==> config.mk <==
export PLATFORM = sky130hd
export DESIGN_NAME = asd_core
export DESIGN_NICKNAME = d
export VERILOG_FILES = /design/src/asd_pkg.sv /design/src/asd_core.sv
export SDC_FILE = /design/constraint.sdc
export NUM_CORES = 1
export LEC_CHECK = 0
export BUFFER_PORTS_ARGS = -buffer_cell sky130_fd_sc_hd__buf_4
export CAP_MARGIN = 20
export CORE_MARGIN = 3
export CORE_UTILIZATION = 62
export DETAILED_ROUTE_END_ITERATION = 10
export GPL_TIMING_DRIVEN = 0
export PLACE_DENSITY_LB_ADDON = 0.3
export REMOVE_ABC_BUFFERS = 1
export SLEW_MARGIN = 0
export SYNTH_ARGS = -nofsm -noshare
export SYNTH_HDL_FRONTEND = slang
export SYNTH_SLANG_ARGS = --single-unit
==> constraint.sdc <==
create_clock -name mclk_i -period 13.7 [get_ports mclk_i]
set_clock_uncertainty 0.05 [all_clocks]
set_input_delay 2.055 -clock mclk_i [delete_from_list [all_inputs] [get_ports mclk_i]]
set_output_delay 2.055 -clock mclk_i [all_outputs]
set_load 0.05 [all_outputs]
==> src/asd_pkg.sv <==
// package for the alu status datapath: widths, phases, operation codes
package asd_pkg;
    localparam int DATA_W = 8;
    localparam int INSTR_W = 16;
    localparam int PADDR_W = 16;
    localparam int FADDR_W = 8;
    localparam int NIB_W = 4;
    localparam int PHASE_W = 2;
    localparam logic [PHASE_W-1:0] PH_FETCH_LATCH = 2'h0;
    localparam logic [PHASE_W-1:0] PH_OPERAND_READ = 2'h1;
    localparam logic [PHASE_W-1:0] PH_EXECUTE = 2'h2;
    localparam logic [PHASE_W-1:0] PH_RESULT_WRITE = 2'h3;
    localparam logic [7:0] ACC_RESET = 8'h00;
    localparam logic [15:0] PC_RESET = 16'h0000;
    localparam logic [15:0] PMEM_2K = 16'h0800;
    localparam logic [15:0] PMEM_4K = 16'h1000;
    localparam logic [15:0] PMEM_8K = 16'h2000;
    localparam int SIGN_BIT = 7;
    localparam int MAG_MSB = 6;

    typedef enum logic [3:0] {
        OP_NOP = 4'h0,
        OP_ADD = 4'h1,
        OP_ADDC = 4'h2,
        OP_SUB = 4'h3,
        OP_SUBB = 4'h4,
        OP_AND = 4'h5,
        OP_IOR = 4'h6,
        OP_XOR = 4'h7,
        OP_RLC = 4'h8,
        OP_RRC = 4'h9,
        OP_RLN = 4'hA,
        OP_RRN = 4'hB,
        OP_MOVWF = 4'hC,
        OP_MOVFW = 4'hD,
        OP_MOVFF = 4'hE,
        OP_MUL = 4'hF
    } asd_op_type;

    typedef enum logic [1:0] {
        MODE_INTERNAL = 2'b00,
        MODE_PROTECTED = 2'b01,
        MODE_EXTERNAL = 2'b10,
        MODE_MIXED = 2'b11
    } asd_mode_type;

    typedef enum logic [1:0] {
        PM_2K = 2'b00,
        PM_4K = 2'b01,
        PM_8K = 2'b10
    } asd_pmsize_type;
endpackage

==> src/asd_core.sv <==
// alu, accumulator, status flags, multiplier, phase sequencer and fetch pipeline
`timescale 1ns/100ps

// Summary of operation
// RQ1: eight-bit alu doing add, subtract, shift and bitwise logic
// RQ2: arithmetic results are two's complement
// RQ3: one operand from accumulator, the other from any addressed file register
// RQ4: eight-bit accumulator holds working operand and result
// RQ5: carry, nibble carry, zero updated per operation; others leave them unchanged
// RQ6: in subtraction carry and nibble carry mean no borrow out
// RQ7: signed overflow looks only at result bits six and seven; the code compares the carry into bit seven with the carry out
// RQ8: unsigned eight by eight multiply gives full sixteen-bit product in one cycle
// RQ9: register-to-register move bypasses the accumulator
// RQ10: sixteen-bit instruction word fetched whole in one cycle
// RQ11: fetch and execute overlap; branches and table transfers take two cycles
// RQ12: program address reaches 64K words
// RQ13: on-chip program memory is 2K, 4K or 8K words by variant
// RQ14: internal, external or mixed execution; no code protection in mixed mode
// RQ15: program counter and accumulator readable and writable as data locations
// RQ16: any operation on any register, direct or indirect addressing alike
// RQ17: clock divided into four phases forming one instruction cycle
// RQ18: operand read in second phase, result written in fourth phase
// RQ19: zero flag set when affecting result is all zeros, else cleared
// RQ20: overflow set when carry into bit seven differs from carry out
module asd_core
    import asd_pkg::*;
#(
    parameter int ACC_ADDR = 8'h0A,
    parameter int PCL_ADDR = 8'h02,
    parameter int PCH_ADDR = 8'h03
) (
    // clock and reset
    input wire logic mclk_i,
    input wire logic srst_i,
    // configuration
    input wire logic [1:0] exec_mode_i,
    input wire logic [1:0] pmem_size_i,
    input wire logic code_protect_i,
    // instruction fetch
    input wire logic [INSTR_W-1:0] prog_data_i,
    output logic [PADDR_W-1:0] program_counter_o,
    output logic prog_ext_o,
    output logic protect_active_o,
    // decoded operation
    input wire logic [3:0] op_i,
    input wire logic [FADDR_W-1:0] src_addr_i,
    input wire logic [FADDR_W-1:0] dst_addr_i,
    input wire logic dest_acc_i,
    input wire logic two_cycle_i,
    input wire logic [PADDR_W-1:0] branch_target_i,
    // register file
    input wire logic [DATA_W-1:0] file_rdata_i,
    output logic [FADDR_W-1:0] file_addr_o,
    output logic file_rd_o,
    output logic file_we_o,
    output logic [DATA_W-1:0] file_wdata_o,
    // status and results
    output logic [DATA_W-1:0] accumulator_o,
    output logic carry_flag_o,
    output logic nibble_carry_flag_o,
    output logic zero_flag_o,
    output logic signed_overflow_flag_o,
    output logic [2*DATA_W-1:0] product_o,
    output logic [INSTR_W-1:0] instr_o,
    output logic [PHASE_W-1:0] phase_o
);
    logic [PHASE_W-1:0] phase_reg, phase_next;
    logic [PADDR_W-1:0] pc_reg, pc_next;
    logic [INSTR_W-1:0] ir_reg, ir_next, fetch_reg, fetch_next;
    logic flush_reg, flush_next;
    logic [DATA_W-1:0] accumulator_reg, accumulator_next;
    logic [DATA_W-1:0] operand_reg, operand_next;
    logic [DATA_W-1:0] result_reg, result_next;
    logic c_reg, c_next, dc_reg, dc_next, z_reg, z_next, ov_reg, ov_next;
    logic [2*DATA_W-1:0] prod_reg, prod_next;
    logic wr_pend_reg, wr_pend_next;
    logic [DATA_W-1:0] op_b;

    // one adder serves add and subtract; subtract feeds inverted operand and carry-in
    function automatic logic [DATA_W:0] add8(input logic [DATA_W-1:0] a, input logic [DATA_W-1:0] b,
                                             input logic ci);
        add8 = {1'b0, a} + {1'b0, b} + {{DATA_W{1'b0}}, ci};
    endfunction

    function automatic logic [NIB_W:0] add4(input logic [NIB_W-1:0] a, input logic [NIB_W-1:0] b,
                                           input logic ci);
        add4 = {1'b0, a} + {1'b0, b} + {{NIB_W{1'b0}}, ci};
    endfunction

    // operands are widened first so the full sixteen-bit product survives
    function automatic logic [2*DATA_W-1:0] mul8(input logic [DATA_W-1:0] a, input logic [DATA_W-1:0] b);
        mul8 = {{DATA_W{1'b0}}, a} * {{DATA_W{1'b0}}, b};
    endfunction

    function automatic logic [PADDR_W-1:0] pmem_limit(input logic [1:0] sz);
        if (sz == PM_2K) begin
            pmem_limit = PMEM_2K;
        end else if (sz == PM_4K) begin
            pmem_limit = PMEM_4K;
        end else begin
            pmem_limit = PMEM_8K;
        end
    endfunction

    // phase sequencer
    always_comb begin
        phase_next = phase_reg + 2'h1; // see RQ17
        // reset parks the sequencer at the fetch phase so the first cycle is a whole one
        if (srst_i) begin
            phase_next = PH_FETCH_LATCH;
        end
    end

    always_ff @(posedge mclk_i) begin
        phase_reg <= phase_next;
    end

    // fetch pipeline: pc advances in first phase, word latched in last phase
    always_comb begin
        pc_next = pc_reg;
        ir_next = ir_reg;
        fetch_next = fetch_reg;
        flush_next = flush_reg;
        if (phase_reg == PH_FETCH_LATCH) begin
            ir_next = flush_reg ? {INSTR_W{1'b0}} : fetch_reg; // see RQ11
            flush_next = 1'b0;
            pc_next = pc_reg + 16'h0001; // see RQ12
        end
        if (phase_reg == PH_RESULT_WRITE) begin
            fetch_next = prog_data_i; // see RQ10
            // a branch or a write to a pc byte leaves the prefetched word stale, so it is flushed
            if (two_cycle_i && !flush_reg) begin
                pc_next = branch_target_i; // see RQ11
                flush_next = 1'b1;
            end else if (wr_pend_reg && dst_addr_i == FADDR_W'(PCL_ADDR)) begin
                pc_next = {pc_reg[15:8], result_reg}; // see RQ15
                flush_next = 1'b1;
            end else if (wr_pend_reg && dst_addr_i == FADDR_W'(PCH_ADDR)) begin
                pc_next = {result_reg, pc_reg[7:0]}; // see RQ15
                flush_next = 1'b1;
            end
        end
        if (srst_i) begin
            pc_next = PC_RESET;
            ir_next = {INSTR_W{1'b0}};
            fetch_next = {INSTR_W{1'b0}};
            flush_next = 1'b1;
        end
    end

    always_ff @(posedge mclk_i) begin
        pc_reg <= pc_next;
        ir_reg <= ir_next;
        fetch_reg <= fetch_next;
        flush_reg <= flush_next;
    end

    // operand source: accumulator and pc read as data locations too
    // only these three locations are internal; every other address reaches the file
    always_comb begin
        if (src_addr_i == FADDR_W'(ACC_ADDR)) begin
            op_b = accumulator_reg; // see RQ15
        end else if (src_addr_i == FADDR_W'(PCL_ADDR)) begin
            op_b = pc_reg[7:0];
        end else if (src_addr_i == FADDR_W'(PCH_ADDR)) begin
            op_b = pc_reg[15:8];
        end else begin
            op_b = file_rdata_i; // see RQ16
        end
    end

    // alu datapath
    always_comb begin
        logic [DATA_W:0] sum;
        logic [NIB_W:0] nsum;
        logic [DATA_W-1:0] b_in;
        logic cin, arith;
        sum = '0;
        nsum = '0;
        b_in = operand_reg;
        cin = 1'b0;
        arith = 1'b0;
        accumulator_next = accumulator_reg;
        operand_next = operand_reg;
        result_next = result_reg;
        c_next = c_reg;
        dc_next = dc_reg;
        z_next = z_reg;
        ov_next = ov_reg;
        prod_next = prod_reg;
        wr_pend_next = wr_pend_reg;
        if (phase_reg == PH_OPERAND_READ) begin
            operand_next = op_b; // see RQ18
        end
        if (phase_reg == PH_EXECUTE) begin
            wr_pend_next = 1'b0;
            case (op_i)
                OP_ADD, OP_ADDC: begin
                    cin = (op_i == OP_ADDC) ? c_reg : 1'b0;
                    arith = 1'b1;
                end
                OP_SUB, OP_SUBB: begin
                    b_in = ~operand_reg; // see RQ2
                    cin = (op_i == OP_SUBB) ? c_reg : 1'b1;
                    arith = 1'b1;
                end
                default: begin
                end
            endcase
            sum = add8(accumulator_reg, b_in, cin); // see RQ3
            nsum = add4(accumulator_reg[NIB_W-1:0], b_in[NIB_W-1:0], cin);
            case (op_i)
                OP_ADD, OP_ADDC, OP_SUB, OP_SUBB: begin
                    result_next = sum[DATA_W-1:0]; // see RQ1
                    c_next = sum[DATA_W]; // see RQ6
                    dc_next = nsum[NIB_W]; // see RQ6
                end
                OP_AND: result_next = accumulator_reg & operand_reg;
                OP_IOR: result_next = accumulator_reg | operand_reg;
                OP_XOR: result_next = accumulator_reg ^ operand_reg;
                OP_RLC: begin
                    result_next = {operand_reg[DATA_W-2:0], c_reg};
                    c_next = operand_reg[DATA_W-1]; // see RQ5
                end
                OP_RRC: begin
                    result_next = {c_reg, operand_reg[DATA_W-1:1]};
                    c_next = operand_reg[0]; // see RQ5
                end
                OP_RLN: result_next = {operand_reg[DATA_W-2:0], operand_reg[DATA_W-1]};
                OP_RRN: result_next = {operand_reg[0], operand_reg[DATA_W-1:1]};
                OP_MOVWF: result_next = accumulator_reg;
                OP_MOVFW, OP_MOVFF: result_next = operand_reg; // see RQ9
                OP_MUL: prod_next = mul8(accumulator_reg, operand_reg); // see RQ8
                default: begin
                end
            endcase
            if (arith) begin
                // carry into bit 7 is sum7 ^ a7 ^ b7; compared with carry out
                ov_next = (sum[SIGN_BIT] ^ accumulator_reg[SIGN_BIT] ^ b_in[SIGN_BIT]) ^ sum[DATA_W]; // see RQ7, RQ20
            end
            if (arith || op_i == OP_AND || op_i == OP_IOR || op_i == OP_XOR) begin
                z_next = (result_next == {DATA_W{1'b0}}); // see RQ19, RQ5
            end
            wr_pend_next = (op_i != OP_NOP) && (op_i != OP_MUL);
        end
        if (phase_reg == PH_RESULT_WRITE && wr_pend_reg) begin
            // a write to the accumulator's own data location lands in the accumulator too
            if (op_i == OP_MOVFW || (op_i != OP_MOVFF && op_i != OP_MOVWF && dest_acc_i)
                || dst_addr_i == FADDR_W'(ACC_ADDR)) begin
                accumulator_next = result_reg; // see RQ4, RQ18
            end
            wr_pend_next = 1'b0;
        end
        if (srst_i) begin
            accumulator_next = ACC_RESET;
            operand_next = {DATA_W{1'b0}};
            result_next = {DATA_W{1'b0}};
            {c_next, dc_next, z_next, ov_next} = 4'h0;
            prod_next = {2*DATA_W{1'b0}};
            wr_pend_next = 1'b0;
        end
    end

    always_ff @(posedge mclk_i) begin
        accumulator_reg <= accumulator_next;
        operand_reg <= operand_next;
        result_reg <= result_next;
        c_reg <= c_next;
        dc_reg <= dc_next;
        z_reg <= z_next;
        ov_reg <= ov_next;
        prod_reg <= prod_next;
        wr_pend_reg <= wr_pend_next;
    end

    // file strobes are combinational handshakes on the phase
    always_comb begin
        file_rd_o = (phase_reg == PH_OPERAND_READ); // see RQ18
        file_addr_o = (phase_reg == PH_RESULT_WRITE) ? dst_addr_i : src_addr_i;
        file_we_o = (phase_reg == PH_RESULT_WRITE) && wr_pend_reg && (op_i != OP_MOVFW)
                    && ((op_i == OP_MOVFF) || (op_i == OP_MOVWF) || !dest_acc_i); // see RQ9
        file_wdata_o = result_reg;
    end

    // execution mode: mixed mode fetches above on-chip size externally and drops protection
    always_comb begin
        prog_ext_o = (exec_mode_i == MODE_EXTERNAL)
                     || (exec_mode_i == MODE_MIXED && pc_reg >= pmem_limit(pmem_size_i)); // see RQ13, RQ14
        protect_active_o = (exec_mode_i == MODE_PROTECTED)
                           || (code_protect_i && exec_mode_i == MODE_INTERNAL); // see RQ14
    end

    assign program_counter_o = pc_reg;
    assign accumulator_o = accumulator_reg;
    assign carry_flag_o = c_reg;
    assign nibble_carry_flag_o = dc_reg;
    assign zero_flag_o = z_reg;
    assign signed_overflow_flag_o = ov_reg;
    assign product_o = prod_reg;
    assign instr_o = ir_reg;
    assign phase_o = phase_reg;
endmodule

==> run metrics <==
Synth cell types 76; async set-reset flop share out of synthesis 0%; Layout area overhead 17.9%; Worst Path Arrival 5.75 ns; main combinational cell family by area after synthesis simple AND/OR/NAND/NOR gates; post-CTS clock slew at the launch and capture registers of the worst setup and hold paths 0.08 ns; DRC violations left 0; final design instance area without fill 9540 um^2; worst IR drop on VDD 99.4 uV; count of placed standard cells in the final layout, fillers left out 1315; required time at the worst-slack endpoint 13.96 ns; post-synthesis xor/xnor area fraction 2.67%; post-CTS setup buffer count 0; # nets final 1313; Clock Path Buffers 2; #FFs+latches synth 96; vias in the first global route 7503; grt ovf 0; share of synthesized area occupied by flip-flops and latches 23.7%; synthesized instance count 1029; top-level port count 151; number of cell rows 41; cell area after synthesis 8090 um^2; via count 8086; max-slew violation total from the final report 0; startpoint type of the worst setup path primary input; maximum capacitance violations 0; cell-by-cell listing of the critical path buf_4 -> or3b_4 -> a21oi_4 -> xnor2_1 -> fa_1 -> fa_1 -> a31o_2 -> xor2_1 -> a221oi_1 -> nand4_1 -> a221oi_1 -> a31o_2; critical path type in2reg; simple-gate share of the synthesized area 21.3%; count of H-tree levels built during CTS 3; Synth area leader dfxtp_1; unrepaired setup endpoints after global routing false; CP delay by family, top compound AO/OA/AOI/OAI gates; outcome finished, final reports clean; ratio of final minimum period to clock period 40.1%; drt total wl 24400 um; cts bufs inserted 9; Total GRT Usage 33.6%; crit path max-delay cell type a221oi_1; global-route wire length before repair 38800 um; count of buffers inserted at the top-level ports 150; CTS tree yes; dominant cells by area after synthesis dfxtp_1 (24%), ha_1 (11%), fa_1 (9.4%), nor2_1 (8.0%), mux2i_1 (5.1%); type of destination of the critical path flip-flop; dominant register cell in the synthesized netlist dfxtp_1; area of the core region 12700 um^2; Min Clock Period, post-route 5.49 ns; post-layout total power 0.000720 W; Hold Buf Count CTS 0; die height 120 um; total instance count after detailed placement 1299; post-CTS resize count 0; die width 120 um; final antenna-violating net count 0; Post-Route Setup TNS 0 ns; insertion delay to the later sink of the worst-skew pair 0.36 ns; Power Dens Cells 75.5 nW/um^2; pin slew with the least headroom to its limit 1.02 ns; DPL Wire Length 17500 um; sinks on the clock net 96; Vias per Instance 6.15; EDFF count, synth 0; portion of synthesized cell area occupied by the leading cell type 23.7%; leakage power of the design 4.20 nW; synthesized-area fraction occupied by ao, oa, aoi and oai cells 19.0%; effective utilization at floorplan 63.9%; fmax 182 MHz; type of the worst min-delay path reg2reg; number of DRC violations after detailed-routing iteration 0 1001; final weighted congestion of routability-driven global placement 0.985; number of failing hold endpoints at the final stage 0; biggest cell delay along the critical path 0.47 ns; synthesis warning total 0; Area after DPL 9230 um^2; adder-cell share of the synthesized area 20.2%; share of synthesized area spent on multiplexers 6.32%; worst slew margin relative to its limit 32.2%; number of iterations in the first detailed-routing pass 6; number of setup violations in the final report 0; antenna violations before repair 0; top fanout value on the critical path 36; pin count of the biggest net entering global routing 98; syn_area_per_cell 7.86 um^2; floorplan die area 14500 um^2; CP bufs+invs 1; Antenna diodes 0; drt wl/cell 18.6 um; CTS root buf clkbuf_16; share of final-layout standard cells stronger than drive strength 1 16.8%
[Yosys cell counts, types with 8 or more instances]
library cell    n
o31ai_1        10
mux2i_1        41
nand4_1         8
a211oi_1       16
o22ai_1        13
inv_1          79
fa_1           38
nand3_1        15
nand2_1        99
nor3_1         17
dfxtp_1        96
xnor2_1        15
clkbuf_1       40
o21ai_0        30
a21oi_1        72
ha_1           68
a31oi_1         9
mux2_2          9
nor2_1        172
a221oi_1       24
nor2b_1        11
[kinds of logic after synthesis]
kind of cell	Yosys count
multiplexers	50
adder cells (fa/ha/maj)	108
XOR/XNOR	23
buffers and inverters	141
AO/OA/AOI/OAI	231
flip-flops	96
AND/OR/NAND/NOR	380
[layout make-up]
cell class              instances  area, um^2
clock buffers                   9         225
multi-input cells             792        5620
fillers                       960        3130
clock inverters                 7        81.3
inverters                      87         327
repair buffers                152        1140
well taps                     172         215
flip-flops and latches         96        1920
[metrics by stage]
| stage | hold slack [ns] | worst slack [ns] | utilization (%) |
|---|---|---|---|
| after detailed placement | 0.397 | 7.91 | 72.9 |
| after CTS | 0.407 | 8.25 | 75.3 |
| after floorplan | 0.411 | 7.82 | - |
| after global routing | 0.430 | 8.01 | 75.3 |
| final | 0.404 | 8.21 | 75.3 |
| after global placement | 0.388 | 7.93 | 72.7 |
[power breakdown]
part	leakage (nW)	internal (W)	switching, W
combinational	3.28	0.0000563	0.0000967
clock	0.150	0.000131	0.000134
sequential	0.777	0.000287	0.0000154
[path summary, 6_finish.rpt]
kind	depth (start not counted)	from	endpoint	slack (ns)
setup / recovery	12	op_i[2]	zero_flag_o$_SDFFE_PP0P_	8.21
hold / removal	2	product_o[2]$_SDFFE_PP0P_	product_o[2]$_SDFFE_PP0P_	0.40
hold reg to reg	2	product_o[2]$_SDFFE_PP0P_	product_o[2]$_SDFFE_PP0P_	0.40
setup reg to reg	13	accumulator_o[7]$_SDFFE_PP0P_	product_o[15]$_SDFFE_PP0P_	8.47
[worst register-to-register path, delay by kind of cell (launching register included)]
| family | cells | cell delay, ns |
|---|---|---|
| DFF | 1 | 0.62 |
| and+or+nand+nor | 1 | 0.29 |
| adders and majority gates | 5 | 2.29 |
| buffers and inverters | 3 | 0.59 |
| AOI/OAI and AO/OA | 4 | 1.24 |
[layout by cell type, fill, tap and decap left out, drive strengths merged, types with 7 or more instances in the layout]
cell type / n
o21ai: 31
nor2: 172
and3: 7
nand2: 99
a211oi: 16
xnor2: 17
a31oi: 9
nor4: 7
mux2: 9
a221oi: 24
nand3: 15
a21o: 7
clkbuf: 9
fa: 38
ha: 68
nor2b: 11
dfxtp: 96
nor3: 18
buf: 152
a21oi: 74
o31ai: 10
inv: 84
mux2i: 41
o22ai: 13
nand4: 8
clkinv: 10
[per-layer routing]
layer / share of wire [%] / GRT usage (%) / vias up / wire length [um]
li1: - / - / 3804 / -
met1: 41 / 46.8 / 3794 / 10000
met2: 45 / 52.5 / 440 / 11100
met3: 12 / 8.23 / 48 / 2820
met4: 2.1 / 9.42 / 0 / 514
met5: 0 / 0 / - / 0
No activity file was read; power rests on OpenSTA's default activity.
